<file path="config.mk">
export PLATFORM = sky130hd
export DESIGN_NAME = vsm_voice_ctrl
export DESIGN_NICKNAME = d
export VERILOG_FILES = /design/src/design/vsm_pkg.sv /design/src/design/vsm_voice_ctrl.sv
export SDC_FILE = /design/constraint.sdc
export NUM_CORES = 1
export LEC_CHECK = 0
export CAP_MARGIN = 20
export CORE_MARGIN = 8
export CORE_UTILIZATION = 60
export DETAILED_ROUTE_END_ITERATION = 8
export DONT_BUFFER_PORTS = 1
export MAX_ROUTING_LAYER = met4
export PLACE_DENSITY_LB_ADDON = 0.2
export SLEW_MARGIN = 20
export SYNTH_ARGS = -nofsm -noshare
export SYNTH_HDL_FRONTEND = slang
export SYNTH_SLANG_ARGS = --single-unit
</file>
<file path="constraint.sdc">
create_clock -name CLOCK -period 8.3 [get_ports CLOCK]
set_input_delay 1.245 -clock CLOCK [delete_from_list [all_inputs] [get_ports CLOCK]]
set_output_delay 1.245 -clock CLOCK [all_outputs]
set_load 0.05 [all_outputs]
</file>
<file path="src/design/vsm_pkg.sv">
`default_nettype none
package vsm_pkg;
  // Register byte offsets
  localparam logic [7:0] VSM_CMD_OFS = 8'h00;
  localparam logic [7:0] VSM_CTRL_OFS = 8'h04;
  localparam logic [7:0] VSM_VOLUME_OFS = 8'h08;
  localparam logic [7:0] VSM_TXGAIN_OFS = 8'h0c;
  localparam logic [7:0] VSM_VOXLVL_OFS = 8'h10;
  localparam logic [7:0] VSM_SQUELCH_OFS = 8'h14;
  localparam logic [7:0] VSM_STATUS_OFS = 8'h18;

  // Command codes written to the command register
  localparam logic [1:0] VSM_CMD_DATA = 2'h1;
  localparam logic [1:0] VSM_CMD_VOICE_RX = 2'h2;
  localparam logic [1:0] VSM_CMD_VOICE_TX = 2'h3;

  // Field positions
  localparam int VSM_CTRL_VOX_BIT = 0;
  localparam int VSM_ST_TXKEY_BIT = 2;
  localparam int VSM_ST_SQOPEN_BIT = 3;
  localparam int VSM_ST_VOXHOLD_BIT = 4;

  // Reset values and the volume limit
  localparam logic [3:0] VSM_VOLUME_RST = 4'h6;
  localparam logic [7:0] VSM_TXGAIN_RST = 8'h80;
  localparam logic [15:0] VSM_VOXLVL_RST = 16'h0000;
  localparam logic [15:0] VSM_SQUELCH_RST = 16'h0000;
  localparam logic [3:0] VSM_VOLUME_MAX = 4'hf;

  // Timing
  localparam int VSM_CLK_HZ = 100_000_000;
  localparam int VSM_VOX_HOLD_S = 2;
  localparam int VSM_VOX_HOLD_CYCLES = VSM_VOX_HOLD_S * VSM_CLK_HZ;
  localparam int VSM_ENV_DECAY_SHIFT = 4;

  // AXI4-Lite responses
  localparam logic [1:0] VSM_RESP_OKAY = 2'h0;
  localparam logic [1:0] VSM_RESP_SLVERR = 2'h2;

  typedef enum logic [1:0] {
    VSM_MODE_DATA,
    VSM_MODE_VOICE_RX,
    VSM_MODE_VOICE_TX
  } vsm_mode_e;

  typedef struct packed {
    logic awvalid;
    logic [7:0] awaddr;
    logic wvalid;
    logic [31:0] wdata;
    logic [3:0] wstrb;
    logic bready;
    logic arvalid;
    logic [7:0] araddr;
    logic rready;
  } vsm_axi_req_s;

  typedef struct packed {
    logic awready;
    logic wready;
    logic bvalid;
    logic [1:0] bresp;
    logic arready;
    logic rvalid;
    logic [31:0] rdata;
    logic [1:0] rresp;
  } vsm_axi_rsp_s;
endpackage
`default_nettype wire

</file>
<file path="src/design/vsm_voice_ctrl.sv">
// Our own choices: the AXI4-Lite register port and the address map.
`timescale 1ns/100ps
`default_nettype none
// What this block does
// - Transmit and receive audio are never active together; half duplex.
// - Voice-transmit command enters transmit mode, lights LED, routes mic.
// - In voice-receive mode with keying source 0, both talk lines low keys the transmitter while held.
// - In voice-receive mode with keying source 0, both talk lines high gives receive with transmitter unkeyed.
// - Line states 01 and 10 step headphone volume up or down 1 dB.
// - Keying source 0 is push-to-talk, 1 is voice activated.
// - Voice activation keys when speech level reaches the trigger threshold.
// - Voice-activated keying holds the transmitter for 2 seconds.
// - Voice-receive command leaves data mode and presents demodulated audio.
// - Receive audio is scaled by the headphone volume setting.
// - Squelch mutes receive audio while level is below threshold.
// - Squelch threshold zero disables squelch; audio presented whenever unkeyed in voice mode.
// - Microphone gain, hence transmit power, follows the gain setting.
// - Data-mode command leaves voice operation for data modem mode.
module vsm_voice_ctrl #(
  parameter int VOX_HOLD_CYCLES = vsm_pkg::VSM_VOX_HOLD_CYCLES
) (
  input wire logic CLOCK,
  input wire logic RST_B,
  input wire vsm_pkg::vsm_axi_req_s AXI_REQ,
  output var vsm_pkg::vsm_axi_rsp_s AXI_RSP,
  input wire logic TALK_LINE_A,
  input wire logic TALK_LINE_B,
  input wire logic [15:0] MIC_SAMPLE,
  input wire logic [15:0] RX_SAMPLE,
  output logic [15:0] MOD_SAMPLE,
  output logic [15:0] AUDIO_OUT,
  output logic TX_KEY,
  output logic TX_LED,
  output logic VOICE_ACTIVE
);
  import vsm_pkg::*;

  vsm_axi_rsp_s rsp_reg;
  logic aw_held_reg;
  logic [7:0] aw_addr_reg;
  logic w_held_reg;
  logic [31:0] w_data_reg;
  logic [3:0] w_strb_reg;
  logic wr_fire;
  logic wr_hit;
  vsm_mode_e mode_reg;
  logic vox_mode_reg;
  logic [3:0] atten_reg;
  logic [7:0] txgain_reg;
  logic [15:0] voxlvl_reg;
  logic [15:0] squelch_reg;
  logic [1:0] lines_prev_reg;
  logic [31:0] vox_cnt_reg;
  logic [15:0] env_reg;
  logic [15:0] env_next;
  logic [15:0] mic_abs;
  logic [15:0] rx_abs;
  logic [1:0] lines;
  logic click_up;
  logic click_down;
  logic vox_trig;
  logic key_next;
  logic sq_open;
  logic [8:0] vol_gain;
  logic signed [25:0] rx_prod;
  logic signed [24:0] mic_prod;
  logic [31:0] rd_data;
  logic rd_hit;
  logic [31:0] wr_old;
  logic [31:0] wr_word;

  // Merge a write into a register under byte strobes
  function automatic logic [31:0] merge(input logic [31:0] old,
                                        input logic [31:0] data,
                                        input logic [3:0] strb);
    logic [31:0] res;
    res = old;
    for (int i = 0; i < 4; i++) begin
      if (strb[i]) begin
        res[i*8 +: 8] = data[i*8 +: 8];
      end
    end
    return res;
  endfunction

  // Magnitude of a signed sample; -32768 still fits unsigned
  function automatic logic [15:0] mag(input logic [15:0] x);
    return x[15] ? 16'(-x) : x;
  endfunction

  // Q8 gain per 1 dB of attenuation; index 0 is unity
  function automatic logic [8:0] db_gain(input logic [3:0] a);
    logic [8:0] g;
    case (a)
      4'h0: g = 9'h100;
      4'h1: g = 9'h0e4;
      4'h2: g = 9'h0cb;
      4'h3: g = 9'h0b5;
      4'h4: g = 9'h0a2;
      4'h5: g = 9'h090;
      4'h6: g = 9'h080;
      4'h7: g = 9'h072;
      4'h8: g = 9'h066;
      4'h9: g = 9'h05b;
      4'ha: g = 9'h051;
      4'hb: g = 9'h048;
      4'hc: g = 9'h040;
      4'hd: g = 9'h039;
      4'he: g = 9'h033;
      default: g = 9'h02e;
    endcase
    return g;
  endfunction

  // Write address and data may arrive in either order
  always_ff @(posedge CLOCK or negedge RST_B) begin
    if (!RST_B) begin
      aw_held_reg <= 1'b0;
      aw_addr_reg <= 8'h00;
    end else if (wr_fire) begin
      aw_held_reg <= 1'b0;
    end else if (AXI_REQ.awvalid && rsp_reg.awready) begin
      aw_held_reg <= 1'b1;
      aw_addr_reg <= AXI_REQ.awaddr;
    end
  end

  always_ff @(posedge CLOCK or negedge RST_B) begin
    if (!RST_B) begin
      w_held_reg <= 1'b0;
      w_data_reg <= 32'h0000_0000;
      w_strb_reg <= 4'h0;
    end else if (wr_fire) begin
      w_held_reg <= 1'b0;
    end else if (AXI_REQ.wvalid && rsp_reg.wready) begin
      w_held_reg <= 1'b1;
      w_data_reg <= AXI_REQ.wdata;
      w_strb_reg <= AXI_REQ.wstrb;
    end
  end

  // One write at a time: commit once both halves are held
  assign wr_fire = aw_held_reg && w_held_reg && !rsp_reg.bvalid;
  assign wr_hit = (aw_addr_reg == VSM_CMD_OFS) ||
                  (aw_addr_reg == VSM_CTRL_OFS) ||
                  (aw_addr_reg == VSM_VOLUME_OFS) ||
                  (aw_addr_reg == VSM_TXGAIN_OFS) ||
                  (aw_addr_reg == VSM_VOXLVL_OFS) ||
                  (aw_addr_reg == VSM_SQUELCH_OFS);

  // Old value of the addressed register, for byte-strobe merging
  always_comb begin
    wr_old = 32'h0000_0000;
    if (aw_addr_reg == VSM_CTRL_OFS) begin
      wr_old[VSM_CTRL_VOX_BIT] = vox_mode_reg;
    end else if (aw_addr_reg == VSM_VOLUME_OFS) begin
      wr_old[3:0] = atten_reg;
    end else if (aw_addr_reg == VSM_TXGAIN_OFS) begin
      wr_old[7:0] = txgain_reg;
    end else if (aw_addr_reg == VSM_VOXLVL_OFS) begin
      wr_old[15:0] = voxlvl_reg;
    end else if (aw_addr_reg == VSM_SQUELCH_OFS) begin
      wr_old[15:0] = squelch_reg;
    end
  end
  assign wr_word = merge(wr_old, w_data_reg, w_strb_reg);

  // Read decode; unmapped reads return zero with an error
  always_comb begin
    rd_data = 32'h0000_0000;
    rd_hit = 1'b1;
    if (AXI_REQ.araddr == VSM_CMD_OFS) begin
      rd_data = {30'h0, mode_reg};
    end else if (AXI_REQ.araddr == VSM_CTRL_OFS) begin
      rd_data[VSM_CTRL_VOX_BIT] = vox_mode_reg;
    end else if (AXI_REQ.araddr == VSM_VOLUME_OFS) begin
      rd_data = {28'h0, atten_reg};
    end else if (AXI_REQ.araddr == VSM_TXGAIN_OFS) begin
      rd_data = {24'h0, txgain_reg};
    end else if (AXI_REQ.araddr == VSM_VOXLVL_OFS) begin
      rd_data = {16'h0, voxlvl_reg};
    end else if (AXI_REQ.araddr == VSM_SQUELCH_OFS) begin
      rd_data = {16'h0, squelch_reg};
    end else if (AXI_REQ.araddr == VSM_STATUS_OFS) begin
      rd_data[1:0] = mode_reg;
      rd_data[VSM_ST_TXKEY_BIT] = TX_KEY;
      rd_data[VSM_ST_SQOPEN_BIT] = sq_open;
      rd_data[VSM_ST_VOXHOLD_BIT] = (vox_cnt_reg != 32'h0);
    end else begin
      rd_hit = 1'b0;
    end
  end

  // Bus handshakes; each ready is offered only while its own channel holds nothing
  always_ff @(posedge CLOCK or negedge RST_B) begin
    if (!RST_B) begin
      rsp_reg <= '0;
    end else begin
      // Ready drops on the taking edge and returns once the slot is free
      rsp_reg.awready <= (wr_fire || !aw_held_reg) &&
                         !(AXI_REQ.awvalid && rsp_reg.awready);
      rsp_reg.wready <= (wr_fire || !w_held_reg) &&
                        !(AXI_REQ.wvalid && rsp_reg.wready);
      if (wr_fire) begin
        rsp_reg.bvalid <= 1'b1;
        rsp_reg.bresp <= wr_hit ? VSM_RESP_OKAY : VSM_RESP_SLVERR;
      end else if (AXI_REQ.bready) begin
        rsp_reg.bvalid <= 1'b0;
      end
      // Data captured as ready rises; valid only after the handshake
      rsp_reg.arready <= 1'b0;
      if (AXI_REQ.arvalid && rsp_reg.arready) begin
        rsp_reg.rvalid <= 1'b1;
      end else if (AXI_REQ.arvalid && !rsp_reg.rvalid) begin
        rsp_reg.arready <= 1'b1;
        rsp_reg.rdata <= rd_data;
        rsp_reg.rresp <= rd_hit ? VSM_RESP_OKAY : VSM_RESP_SLVERR;
      end else if (rsp_reg.rvalid && AXI_REQ.rready) begin
        rsp_reg.rvalid <= 1'b0;
      end
    end
  end

  // Handshake outputs come straight from flip-flops
  assign AXI_RSP = rsp_reg;

  // Operating mode from host commands
  always_ff @(posedge CLOCK or negedge RST_B) begin
    if (!RST_B) begin
      mode_reg <= VSM_MODE_DATA;
    end else if (wr_fire && aw_addr_reg == VSM_CMD_OFS && w_strb_reg[0]) begin
      case (w_data_reg[1:0])
        VSM_CMD_DATA: mode_reg <= VSM_MODE_DATA;
        VSM_CMD_VOICE_RX: mode_reg <= VSM_MODE_VOICE_RX;
        VSM_CMD_VOICE_TX: mode_reg <= VSM_MODE_VOICE_TX;
        default: mode_reg <= mode_reg;
      endcase
    end
  end

  // Configuration registers
  always_ff @(posedge CLOCK or negedge RST_B) begin
    if (!RST_B) begin
      vox_mode_reg <= 1'b0;
      txgain_reg <= VSM_TXGAIN_RST;
      voxlvl_reg <= VSM_VOXLVL_RST;
      squelch_reg <= VSM_SQUELCH_RST;
    end else if (wr_fire) begin
      if (aw_addr_reg == VSM_CTRL_OFS) begin
        vox_mode_reg <= wr_word[VSM_CTRL_VOX_BIT];
      end else if (aw_addr_reg == VSM_TXGAIN_OFS) begin
        txgain_reg <= wr_word[7:0];
      end else if (aw_addr_reg == VSM_VOXLVL_OFS) begin
        voxlvl_reg <= wr_word[15:0];
      end else if (aw_addr_reg == VSM_SQUELCH_OFS) begin
        squelch_reg <= wr_word[15:0];
      end
    end
  end

  // Click detection on entry into a volume state only
  assign lines = {TALK_LINE_A, TALK_LINE_B};
  assign click_up = (lines == 2'b01) && (lines_prev_reg != 2'b01);
  assign click_down = (lines == 2'b10) && (lines_prev_reg != 2'b10);

  always_ff @(posedge CLOCK or negedge RST_B) begin
    if (!RST_B) begin
      lines_prev_reg <= 2'b11;
    end else begin
      lines_prev_reg <= lines;
    end
  end

  // Volume held as attenuation; host write beats a click
  always_ff @(posedge CLOCK or negedge RST_B) begin
    if (!RST_B) begin
      atten_reg <= VSM_VOLUME_RST;
    end else if (wr_fire && aw_addr_reg == VSM_VOLUME_OFS) begin
      atten_reg <= wr_word[3:0];
    end else if (click_up && atten_reg != 4'h0) begin
      atten_reg <= atten_reg - 4'h1;
    end else if (click_down && atten_reg != VSM_VOLUME_MAX) begin
      atten_reg <= atten_reg + 4'h1;
    end
  end

  // Voice trigger: a threshold of zero never keys
  assign mic_abs = mag(MIC_SAMPLE);
  assign vox_trig = vox_mode_reg && (mode_reg != VSM_MODE_DATA) &&
                    (voxlvl_reg != 16'h0) && (mic_abs >= voxlvl_reg);

  // Hold counter restarts on every trigger
  always_ff @(posedge CLOCK or negedge RST_B) begin
    if (!RST_B) begin
      vox_cnt_reg <= 32'h0;
    end else if (vox_trig) begin
      vox_cnt_reg <= 32'(VOX_HOLD_CYCLES);
    end else if (!vox_mode_reg || mode_reg == VSM_MODE_DATA) begin
      vox_cnt_reg <= 32'h0;
    end else if (vox_cnt_reg != 32'h0) begin
      vox_cnt_reg <= vox_cnt_reg - 32'h1;
    end
  end

  // Keying: command, push-to-talk or voice hold
  always_comb begin
    key_next = 1'b0;
    if (mode_reg == VSM_MODE_VOICE_TX) begin
      key_next = 1'b1;
    end else if (mode_reg == VSM_MODE_VOICE_RX) begin
      if (vox_mode_reg) begin
        key_next = vox_trig || (vox_cnt_reg != 32'h0);
      end else begin
        key_next = (lines == 2'b00);
      end
    end
  end

  // Receive envelope: fast attack, slow decay for the squelch
  assign rx_abs = mag(RX_SAMPLE);
  assign env_next = (rx_abs >= env_reg) ? rx_abs :
                    env_reg - (env_reg >> VSM_ENV_DECAY_SHIFT);

  always_ff @(posedge CLOCK or negedge RST_B) begin
    if (!RST_B) begin
      env_reg <= 16'h0;
    end else begin
      env_reg <= env_next;
    end
  end

  assign sq_open = (squelch_reg == 16'h0) ||
                   (env_reg >= squelch_reg);

  // Gain products; both gains are at most unity so no overflow
  assign vol_gain = db_gain(atten_reg);
  assign rx_prod = $signed(RX_SAMPLE) * $signed({1'b0, vol_gain});
  assign mic_prod = $signed(MIC_SAMPLE) * $signed({1'b0, txgain_reg});

  // Audio and indicator outputs, all registered
  always_ff @(posedge CLOCK or negedge RST_B) begin
    if (!RST_B) begin
      TX_KEY <= 1'b0;
      TX_LED <= 1'b0;
      VOICE_ACTIVE <= 1'b0;
      MOD_SAMPLE <= 16'h0;
      AUDIO_OUT <= 16'h0;
    end else begin
      TX_KEY <= key_next;
      TX_LED <= key_next;
      VOICE_ACTIVE <= (mode_reg != VSM_MODE_DATA);
      MOD_SAMPLE <= key_next ? mic_prod[23:8] : 16'h0;
      // Muted while keyed, so the two paths never overlap
      if (!key_next && mode_reg != VSM_MODE_DATA && sq_open) begin
        AUDIO_OUT <= rx_prod[23:8];
      end else begin
        AUDIO_OUT <= 16'h0;
      end
    end
  end

endmodule
`default_nettype wire

</file>
### Word level (Yosys, flattened, before mapping)

Memories as Yosys holds them, arrays and structs flattened.
Cells that the tools add are included.

| storage, ports and cells | value |
|---|---|
| flip-flop bits (word level) | 200 |
| input port bits | 93 |
| memory bits (read-only) | 144 |
| memories | 1 |
| word-level logic and storage cells | 183 |
| output and inout bits | 76 |

| operators by class | value |
|---|---|
| multipliers | 2 |
| eq/ne operators | 22 |
| bitwise gates (word level) | 5 |
| reductions and logical operators | 64 |
| muxes and demuxes | 54 |
| $lt $le $gt $ge | 3 |
| add/subtract/negate cells | 6 |

Memory list:

| name | words | width | read ports | clocked after memory_dff | write ports | RTL line | source |
|---|---|---|---|---|---|---|---|
| (name not given) | 16 | 9 | 1 | 0 | 0 | vsm_voice_ctrl.sv:94 | `case (a)` |

Operator list:

| kind | number |
|---|---|
| $mux 16 | 10 |
| $mux 32 | 4 |
| $ge 16x16->1 | 3 |
| $eq 8x5->1 const B | 5 |
| $eq 8x4->1 const B | 4 |
| $mux 8 | 4 |
| $neg 16->16 | 2 |
| $reduce_bool 32->1 | 1 |
| $sub 32x1->32 const B | 1 |
| $mux 31 | 1 |
| $mul 16x10->24 | 1 |
| $mul 16x9->24 | 1 |
| $mux 1 | 23 |
| $logic_and 1x1->1 | 21 |
| $eq 8x3->1 const B | 2 |
| $logic_not 16->1 | 1 |
| $logic_not 8->1 | 2 |
| $mux 4 | 4 |
| $reduce_bool 16->1 | 1 |
| $sub 16x12->16 | 1 |
| $mux 15 | 1 |
| $mux 12 | 1 |
| $reduce_and 2->1 | 6 |
| $mux 11 | 1 |
| other kinds (20) | 55 |

### Logic depth before layout (Yosys ltp)

Gate-level depths: netlist (run 1).

| depth | value |
|---|---|
| word-level depth | 12 |
| gate-level depth with buffers | 26 |
| mapped depth without buffers | 24 |

### Least setup slack after synthesis (run 1)

No wires, ideal clock.

| timing | value |
|---|---|
| kind | register to register |
| start | register atten_reg[2] |
| end | register AUDIO_OUT[14] |
| library setup time | 0.121 ns |
| slack | 1.745 ns |
| period minus slack after synthesis | 6.555 ns |
| required time | 8.179 ns |
| stages on the path, launching flop included | 25 |
| path buffers | 2 |
| arrival | 6.434 ns |
| cells stage by stage | dfstp_2 buf_1 inv_1 ha_1 nor2b_1 a31oi_1 clkbuf_1 nand2_1 fa_1 inv_1 fa_1 fa_1 fa_1 inv_1 fa_1 inv_1 ha_1 a21o_1 a221oi_1 o21ai_0 a41o_1 a221o_1 a31oi_1 xor2_1 nor2_1 |

| between the ends | value |
|---|---|
| longest elaborated chain between the ends | 3 |

Ends and longest elaborated chain:

| element | RTL line | source |
|---|---|---|
| start, declared | vsm_voice_ctrl.sv:48 | `logic [3:0] atten_reg;` |
| start signal, assigned | vsm_voice_ctrl.sv:279 | `atten_reg <= wr_word[3:0];` |
| start signal, assigned | vsm_voice_ctrl.sv:281 | `atten_reg <= atten_reg - 4'h1;` |
| start signal, assigned | vsm_voice_ctrl.sv:283 | `atten_reg <= atten_reg + 4'h1;` |
| $mem_v2 16x9 | -- |  |
| $mul 16x10->24 | vsm_voice_ctrl.sv:337 | `assign rx_prod = $signed(RX_SAMPLE) * $signed({1'b0, vol_gain});` |
| $mux 16 | vsm_voice_ctrl.sv:354 | `if (!key_next && mode_reg != VSM_MODE_DATA && sq_open) begin` |
| end signal, assigned | vsm_voice_ctrl.sv:355 | `AUDIO_OUT <= rx_prod[23:8];` |
| end, declared | vsm_voice_ctrl.sv:31 | `output logic [15:0] AUDIO_OUT,` |

No other way between the ends.
A chain may end at the register's enable or synchronous reset.

### Worst setup path in the final report (run 1)

| timing | value |
|---|---|
| start | register atten_reg[0] |
| end | register AUDIO_OUT[14] |

Same word-level chain as after synthesis.

==> results of run 1 <==
[area by class of cell]
| type | instances | area [sq um] | area share |
|---|---|---|---|
| multi-input combinational | 1536 | 13350 | 0.6534 |
| sequential | 182 | 4561 | 0.2232 |
| inverter | 330 | 1239 | 0.06063 |
| tap | 442 | 553.0 | 0.02707 |
| clock buffer | 19 | 442.9 | 0.02168 |
| clock inverter | 13 | 161.4 | 0.007901 |
| timing repair buffer | 12 | 93.84 | 0.004593 |
| antenna | 12 | 30.03 | 0.001470 |
[logic make-up (layout without fill, tap and decap cells)]
logic type | count (synthesis) | count (layout) | share of synthesized area
other | 1 | 30 | 0.0001916
adders and majority gates | 380 | 380 | 0.3254
AOI/OAI and AO/OA | 299 | 299 | 0.09699
xor gates and xnor gates | 112 | 112 | 0.05013
muxes | 76 | 76 | 0.04232
buffers and inverters | 438 | 374 | 0.08810
DFF | 182 | 182 | 0.2330
and+or+nand+nor | 651 | 651 | 0.1638
[worst max-delay path by stage]
| stage | endpoint | depth (start not counted) | slack (ps) |
|---|---|---|---|
| after detailed placement | AUDIO_OUT[14] | 23 | 1340 |
| after global routing | AUDIO_OUT[13] | 23 | 930 |
| after floorplan | AUDIO_OUT[14] | 24 | 1740 |
| final | AUDIO_OUT[14] | 23 | 1270 |
| after CTS | AUDIO_OUT[14] | 23 | 1300 |
| after global placement | AUDIO_OUT[14] | 23 | 1380 |
[stage by stage]
step | std cells | hold slack, ps | utilization | setup slack [ps]
final | 2546 | 483.0 | 0.6311 | 1269
after global routing | 2546 | 465.5 | 0.6311 | 930.6
after CTS | 2533 | 476.2 | 0.6299 | 1303
after detailed placement | 2501 | 485.1 | 0.6113 | 1344
after global placement | 2500 | 471.1 | 0.6109 | 1381
after floorplan | 2156 | 456.1 | - | 1745
[layout by cell type, fill, tap and decap left out, types with 12 or more instances in the layout]
cell type and n:
a21o_1 35, a21oi_1 66, a31oi_1 13, and2_1 123, and3_1 26, clkbuf_16 17, conb_1 18, dfrtp_1 177
diode_2 12, fa_1 215, ha_1 165, inv_1 327, mux2_2 43, mux2i_1 31, nand2_1 262, nand2b_1 17
nand3_1 15, nor2_1 99, nor2b_1 15, nor3_1 26, nor4_1 14, o21ai_0 51, o21ai_1 45, o31ai_1 16
or3_1 12, xnor2_1 84, xor2_1 28
[per-layer routing]
metal,GRT usage,vias to the layer above,share of wire
met4,0.06854,0,0.023
met3,0.06993,73,0.080
met5,-,-,0
met1,0.3102,7130,0.41
li1,-,6741,-
met2,0.4225,409,0.49
[cells in the mapped netlist, drive strengths merged, types with 9 or more instances]
| cell type | instances | area (sq um) |
|---|---|---|
| a22o | 9 | 78.83 |
| nand2b | 17 | 106.4 |
| inv | 330 | 1239 |
| and3 | 27 | 170.2 |
| and2 | 123 | 769.5 |
| buf | 29 | 188.9 |
| a31oi | 13 | 81.33 |
| nor2 | 101 | 384.1 |
| xor2 | 28 | 245.2 |
| dfrtp | 177 | 4429 |
| a21oi | 66 | 330.3 |
| or3 | 12 | 75.07 |
| xnor2 | 84 | 735.7 |
| nand4 | 9 | 56.30 |
| nor3 | 28 | 156.4 |
| a211oi | 11 | 82.58 |
| nor4 | 17 | 133.9 |
| nand3 | 15 | 75.07 |
| o31ai | 18 | 145.1 |
| nand2 | 264 | 996.0 |
| mux2i | 31 | 310.3 |
| ha | 165 | 2064 |
| fa | 215 | 4304 |
| a21o | 35 | 262.8 |
| mux2 | 44 | 495.5 |
| nor2b | 15 | 93.84 |
| o21ai | 96 | 480.5 |
| clkbuf | 79 | 296.5 |
==> reports/qor.yml, run 1 <==
floorplan:
  dieArea_sq_um: 38650
  fp.dieH_um: 196.6
  die_w_um: 196.6
  start_util: 0.6046
  coreArea_sq_um: 32370
  fp-row-count: 66
  design.portCount: 169
place:
  dp_hpwl_um: 36340
  placed_area_sq_um: 19790
  io_buffers: 0
  gp_congestion: 0.9176
final_layout:
  fill_cells: 2767
  area_growth_pct: 4.392
  largest_reg_flops: 32
  final_cell_area_sq_um: 20430
  drive_above_1_share: 0.05545
  nets: 2552
clock_tree:
  cts-resized-gates: 0
  clk_pin_slew_worst_paths_ps: 80
  clockBufferDepth: 2
  clk_latency_ps: 450
  cts_buffers: 17
  root_buffer: "clkbuf_16"
  hold_buffers: 0
  cts.sinks: 182
  cts_setup_buffers: 0
  tritoncts: "built"
  htreeDepth: 4
worst_setup_path:
  cp-end-kind: "register"
  critPathKind: "register to register"
  start_kind: "register"
  worstPathRequired_ps: 8620
  slowest_stage: "ha_1"
  cp_common_cell: "fa_1"
  worstPathArrival_ps: 7350
  r2r-end: "AUDIO_OUT[14]"
  cp_max_fo: 17
  slowest_delay_ps: 580
  r2r_cells: 23
  crit_start: "atten_reg[0]"
  r2r-start: "atten_reg[0]"
  path_cells: "inv_1 -> ha_1 -> nand2_1 -> a31oi_1 -> buf_4 -> nand2_1 -> fa_1 -> inv_1 -> fa_1 -> fa_1 -> fa_1 -> inv_1 -> fa_1 -> inv_1 -> ha_1 -> and3_1 -> a221oi_1 -> o21ai_0 -> a41o_1 -> a221o_1 -> a31oi_1 -> xor2_1 -> nor2_1"
  crit_family: "adder cells"
  r2r_setup_slack_ps: 1270
  path_buf_inv: 5
global_routing:
  grtUsageTotal: 0.2568
  grt_start_max_net_pins: 183
  antenna_found_initial: 12
  overflow: 0
  grt_pass1_wl_um: 77550
  grt_pass1_vias: 15094
synth:
  synth_edf_count: 0
  async_flop_share: 1.000
  synthFlopType: "dfrtp_1"
  ys_seq_area_frac: 0.2330
  synth.distinct_cells: 77
  ys_seq_elements: 182
  ys_warn_count: 0
  synth_cells: 2139
  netlist_area_sq_um: 19570
  avgSynthCellArea_sq_um: 9.149
routing:
  remaining_drc_errors: 0
  viasPerCell: 5.637
  drt_wl_total_um: 46840
  drt-pass1-iter-count: 6
  drt-initial-drc-count: 909
  wl_per_cell_um: 18.40
  ant_nets: 0
  vias: 14353
sta:
  rsz0062_at_grt: "false"
  setup_viol: 0
  maxSlewViolCount: 0
  fin_skew_ps: 20.34
  period_needed_ps: 7031
  layout_worst_path_cycle_share: 0.8471
  worstMarginPinSlew_ps: 1030
  timing.fmax_mhz: 142.2
  slew_headroom: 0.3126
  finalSetupTns_ps: 0
  hold_viol: 0
worst_hold_path:
  hold_class: "primary input to asynchronous set/reset pin"
status:
  status: "finished, final reports clean"
flow_run:
  cap_violations: 0
Power of run 1 is not shown: default switching activity piles up to over one toggle a cycle in this logic, so the estimate is an artifact.
==> run 2: changes to the inputs <==
==> constraint.sdc (replaced) <==
create_clock -name CLOCK -period 6.8 [get_ports CLOCK]
set_input_delay 1.02 -clock CLOCK [delete_from_list [all_inputs] [get_ports CLOCK]]
set_output_delay 1.02 -clock CLOCK [all_outputs]
set_load 0.05 [all_outputs]
==> run 2 against run 1 <==
Compared with the run above:
- routed wire length increased by 2.2%
- clock skew shrank 6.2 ps
- critical endpoint unchanged
- worst setup slack got worse by 910 ps
- count of clock-buffer cells in the layout decreased by 2
- critical path depth increased by 1
==> reports/qor.yml, run 2 (synthesis results as in run 1) <==
status:
  status: "finished, final reports clean"
worst_setup_path:
  r2r_cells: 24  # +4.3%
  cp.depth: 24  # +4.3%
  cp-end-kind: "register"
  cp_common_cell: "fa_1"
  start_kind: "register"
  critPathKind: "register to register"
  r2r-start: "atten_reg[1]"
  cp_max_fo: 16  # -1
  slowest_delay_ps: 550  # -30 ps
  path_cells: "inv_1 -> buf_4 -> ha_1 -> nand2b_1 -> a31oi_2 -> buf_12 -> nand2_1 -> fa_1 -> inv_1 -> fa_1 -> fa_1 -> fa_1 -> inv_1 -> fa_1 -> inv_1 -> ha_1 -> and3_1 -> a221oi_1 -> o21ai_0 -> a41o_1 -> a221o_1 -> a31oi_1 -> xor2_1 -> nor2_1"
  slowest_stage: "fa_1"
  r2r_setup_slack_ps: 360  # -910 ps
  worstPathArrival_ps: 6750  # -600 ps
  cp-endpoint: "AUDIO_OUT[14]"
  r2r-end: "AUDIO_OUT[14]"
  crit_start: "atten_reg[1]"
  path_buf_inv: 6  # +1
  crit_family: "adder cells"
  worstPathRequired_ps: 7110  # -1510 ps
final_layout:
  final_cell_area_sq_um: 20600  # +0.83%
  area_growth_pct: 5.255
  final_cells: 2559  # +0.51%
  utilization: 0.6363  # +0.005218
  drive_above_1_share: 0.06581  # +0.01037
  nets: 2572  # +0.78%
  final_common_cell: "inv_1"
  mostFrequentLayoutCells: "inv_1, nand2_1, fa_1"
  largest_reg_flops: 32  # unchanged
clock_tree:
  root_buffer: "clkbuf_16"
  hold_buffers: 0  # unchanged
  cts.sinks: 182  # unchanged
  clk_latency_ps: 460  # about the same
  tritoncts: "built"
  clk_pin_slew_worst_paths_ps: 80  # about the same
  clockBufferDepth: 2  # unchanged
  cts_buffers: 17  # unchanged
  htreeDepth: 4  # unchanged
global_routing:
  overflow: 0  # unchanged
  grt_start_max_net_pins: 183  # unchanged
  grt_pass1_wl_um: 79780  # +2.9%
  grtUsageTotal: 0.2639  # +0.007140
  grt_pass1_vias: 15620  # +3.5%
  antenna_found_initial: 5  # -7
place:
  dp.cells: 2518  # +0.68%
  gp_congestion: 0.9185  # about the same
  placed_area_sq_um: 19940  # +0.77%
  io_buffers: 0  # unchanged
  dp_hpwl_um: 37070  # +2.0%
flow_run:
  cap_violations: 0  # unchanged
sta:
  fin_skew_ps: 14.12  # -6.219 ps
  slew_headroom: 0.3356  # +0.02295
  finalSetupTns_ps: 0  # unchanged
  setup_viol: 0  # unchanged
  rsz0062_at_grt: "false"
  maxSlewViolCount: 0  # unchanged
  worstMarginPinSlew_ps: 996.6  # -33.73 ps
  layout_worst_path_cycle_share: 0.9472  # +0.1001
  period_needed_ps: 6441  # -589.8 ps
  hold_viol: 0  # unchanged
  timing.fmax_mhz: 155.3  # +9.2%
floorplan:
  fp-row-count: 66  # unchanged
  fp.dieH_um: 196.6  # unchanged
  die_w_um: 196.6  # unchanged
  design.portCount: 169  # unchanged
  start_util: 0.6046  # unchanged
  dieArea_sq_um: 38650  # unchanged
  coreArea_sq_um: 32370  # unchanged
routing:
  ant_nets: 0  # unchanged
  drt-initial-drc-count: 915  # +0.66%
  vias: 14562  # +1.5%
  remaining_drc_errors: 0  # unchanged
  drt-pass1-iter-count: 5  # -1
  drt_wl_total_um: 47860  # +2.2%
  viasPerCell: 5.691  # +0.94%
  wl_per_cell_um: 18.70  # +1.7%
worst_hold_path:
  hold_class: "primary input to asynchronous set/reset pin"
run 2: cell count changes in the layout (fill, tap and decap cells not counted), sizes merged:
cell	change
diode	-7
clkinvlp	-1
clkinv	+3
clkbuf	-2
bufinv	-2
inv	+2
buf	+20
run 2: layout make-up:
class / count / area, sq um
multi-input combinational: 1536 / 13360
fill: 2720 / 11770
sequential: 182 / 4564
inverter: 330 / 1239
tap: 442 / 553.0
clock buffer: 17 / 425.4
timing repair buffer: 32 / 272.8
clock inverter: 15 / 175.2
antenna: 5 / 12.51
run 2: metal layers:
layer	track usage	routed length, um	share of wire
met1	0.3206	20130	0.42
met2	0.4357	23350	0.49
met3	0.05782	3084	0.064
met4	0.08610	1292	0.027
met5	-	0	0
run 2: metrics by stage:
step	setup WS (ps)	hold slack (ps)
6_report	358.8	248.1
5_1_grt	39.07	232.0
4_1_cts	222.7	239.0
3_5_place_dp	281.8	485.7
3_3_place_gp	398.0	468.5
2_1_floorplan	244.9	456.1
run 2: worst min path at each step:
stage,cells after the start,end
6_report,0,MOD_SAMPLE[3]
4_1_cts,0,MOD_SAMPLE[5]
2_1_floorplan,1,mode_reg[0]
5_1_grt,0,MOD_SAMPLE[3]
3_5_place_dp,1,mode_reg[0]
3_3_place_gp,1,mode_reg[0]
run 2: what timing repair did:
action	CTS	global route
buffers inserted	0	4
endpoints found under the setup margin	0	5
endpoints found under the hold margin	0	0
resized for setup	0	3
Power of run 2 is left out for the same reason.
==> run 3: changes to the inputs <==
==> constraint.sdc (replaced) <==
create_clock -name CLOCK -period 6.5 [get_ports CLOCK]
set_input_delay 0.975 -clock CLOCK [delete_from_list [all_inputs] [get_ports CLOCK]]
set_output_delay 0.975 -clock CLOCK [all_outputs]
set_load 0.05 [all_outputs]
==> run 3 against run 2 <==
Compared with the run above:
- clock skew rose by 0.82 ps
- die area did not move
- global-route usage fell by 0.26 points
- via count fell by 0.17%
- first-iteration DRC count rose by 8.4%
- sequential share of layout area fell by 0.38 points
- critical path type unchanged
==> reports/qor.yml, run 3 (synthesis results as in run 1) <==
clock_tree:
  clockBufferDepth: 2  # unchanged
  clk_pin_slew_worst_paths_ps: 70  # about the same
  htreeDepth: 4  # unchanged
  cts_buffers: 17  # unchanged
  cts.sinks: 182  # unchanged
  root_buffer: "clkbuf_16"
  tritoncts: "built"
  clk_latency_ps: 460  # about the same
  hold_buffers: 0  # unchanged
sta:
  setup_viol: 0  # unchanged
  layout_worst_path_cycle_share: 0.9697  # +0.02242
  period_needed_ps: 6303  # -138.5 ps
  rsz0062_at_grt: "true"
  finalSetupTns_ps: 0  # unchanged
  hold_ws_ps: 207.2  # -40.86 ps
  fin_skew_ps: 14.94  # +0.8246 ps
  hold_viol: 0  # unchanged
  maxSlewViolCount: 0  # unchanged
  slew_headroom: 0.3130  # -0.02259
  timing.fmax_mhz: 158.7  # +2.2%
  worstMarginPinSlew_ps: 1030  # +33.19 ps
routing:
  ant_nets: 0  # unchanged
  vias: 14537  # -0.17%
  drt-initial-drc-count: 992  # +8.4%
  remaining_drc_errors: 0  # unchanged
  drt-pass1-iter-count: 7  # +2
  viasPerCell: 5.641  # -0.87%
  drt_wl_total_um: 48130  # +0.57%
  wl_per_cell_um: 18.68  # -0.14%
floorplan:
  start_util: 0.6046  # unchanged
  fp.dieH_um: 196.6  # unchanged
  fp-row-count: 66  # unchanged
  die_w_um: 196.6  # unchanged
  dieArea_sq_um: 38650  # unchanged
  design.portCount: 169  # unchanged
  coreArea_sq_um: 32370  # unchanged
global_routing:
  grt_start_max_net_pins: 183  # unchanged
  antenna_found_initial: 10  # +5
  grtUsageTotal: 0.2613  # -0.002618
  grt_pass1_vias: 15382  # -1.5%
  overflow: 0  # unchanged
  grt_pass1_wl_um: 78880  # -1.1%
final_layout:
  final_common_cell: "inv_1"
  largest_reg_flops: 32  # unchanged
  drive_above_1_share: 0.08612  # +0.02030
  final_cell_area_sq_um: 20940  # +1.7%
  nets: 2585  # +0.51%
  fill_cells: 2650  # -2.6%
  final_cells: 2577  # +0.70%
  mostFrequentLayoutCells: "inv_1, nand2_1, fa_1"
  area_growth_pct: 6.994
place:
  placed_area_sq_um: 19900  # -0.21%
  dp_hpwl_um: 36550  # -1.4%
  io_buffers: 0  # unchanged
  gp_congestion: 0.8985  # -2.2%
  dp.cells: 2514  # -0.16%
worst_setup_path:
  r2r_setup_slack_ps: 200  # -160 ps
  start_kind: "register"
  cp-end-kind: "register"
  worstPathRequired_ps: 6810  # -300 ps
  worstPathArrival_ps: 6620  # -130 ps
  critPathKind: "register to register"
  cp_max_fo: 5  # -11
worst_hold_path:
  hold_class: "primary input to asynchronous set/reset pin"
status:
  status: "finished, final reports clean"
flow_run:
  cap_violations: 0  # unchanged
run 3: changes by cell type in the layout (fill, tap and decap cells not counted), moves of 5 or more:
cell,change
inv_1,-5
ha_1,-10
buf_6,+7
ha_4,+10
diode_2,+5
inv_2,+5
run 3: what timing repair did:
item,4_1_cts,5_1_grt
pin swaps,0,28
gates resized for setup,1,55
endpoints found under the hold margin,0,0
cloned,0,3
endpoints found under the setup margin,2,6
buffers inserted,2,16
run 3: per-stage QoR:
stage | worst slack, ps | util
6_report | 197.3 | 0.6468
5_1_grt | -27.51 | 0.6468
4_1_cts | 8.364 | 0.6335
3_5_place_dp | -10.33 | 0.6147
3_3_place_gp | 80.42 | 0.6143
2_1_floorplan | 18.19 | -
run 3: metal layers:
metal	global-route usage	wire, um	vias up
li1	-	-	6816
met1	0.3138	19990	7211
met2	0.4268	23110	418
met3	0.06413	3505	92
met4	0.09306	1520	0
met5	-	0	-
run 3: final timing paths:
| kind | startpoint | to | cells after the start |
|---|---|---|---|
| setup / recovery | atten_reg[1] | AUDIO_OUT[14] | 24 |
| hold / removal | RST_B | MOD_SAMPLE[3] | 0 |
| setup reg to reg | atten_reg[1] | AUDIO_OUT[14] | 24 |
| hold reg to reg | aw_addr_reg[5] | aw_addr_reg[5] | 1 |
| max in group asynchronous | RST_B | env_reg[11] | 0 |
| min in group CLOCK | aw_addr_reg[5] | aw_addr_reg[5] | 1 |
run 3: layout make-up:
type | count | area, sq um | area share
clock inverters | 13 | 158.9 | 0.007589
multi-input cells | 1536 | 13580 | 0.6485
repair buffers | 45 | 391.6 | 0.01870
clock buffers | 19 | 432.9 | 0.02068
flip-flops and latches | 182 | 4561 | 0.2178
diodes | 10 | 25.02 | 0.001195
well taps | 442 | 553.0 | 0.02641
inverters | 330 | 1239 | 0.05916
run 3: worst max-delay path, stage by stage, from the launching register on:
cell      delay, ps
dfstp_2         550
inv_2            50
ha_4            220
nand2b_4        150
o211a_4         150
a31oi_4         210
buf_6           170
nand2_1          80
fa_1            510
inv_1            50
fa_1            480
fa_1            520
fa_1            500
inv_1            50
fa_1            510
inv_1            70
ha_4            230
a21o_1          180
a221oi_2        270
o21ai_1         100
a41o_2          290
a221o_1         410
a31oi_1         200
xor2_1          170
nor2_1           50
Power of run 3 is left out for the same reason.
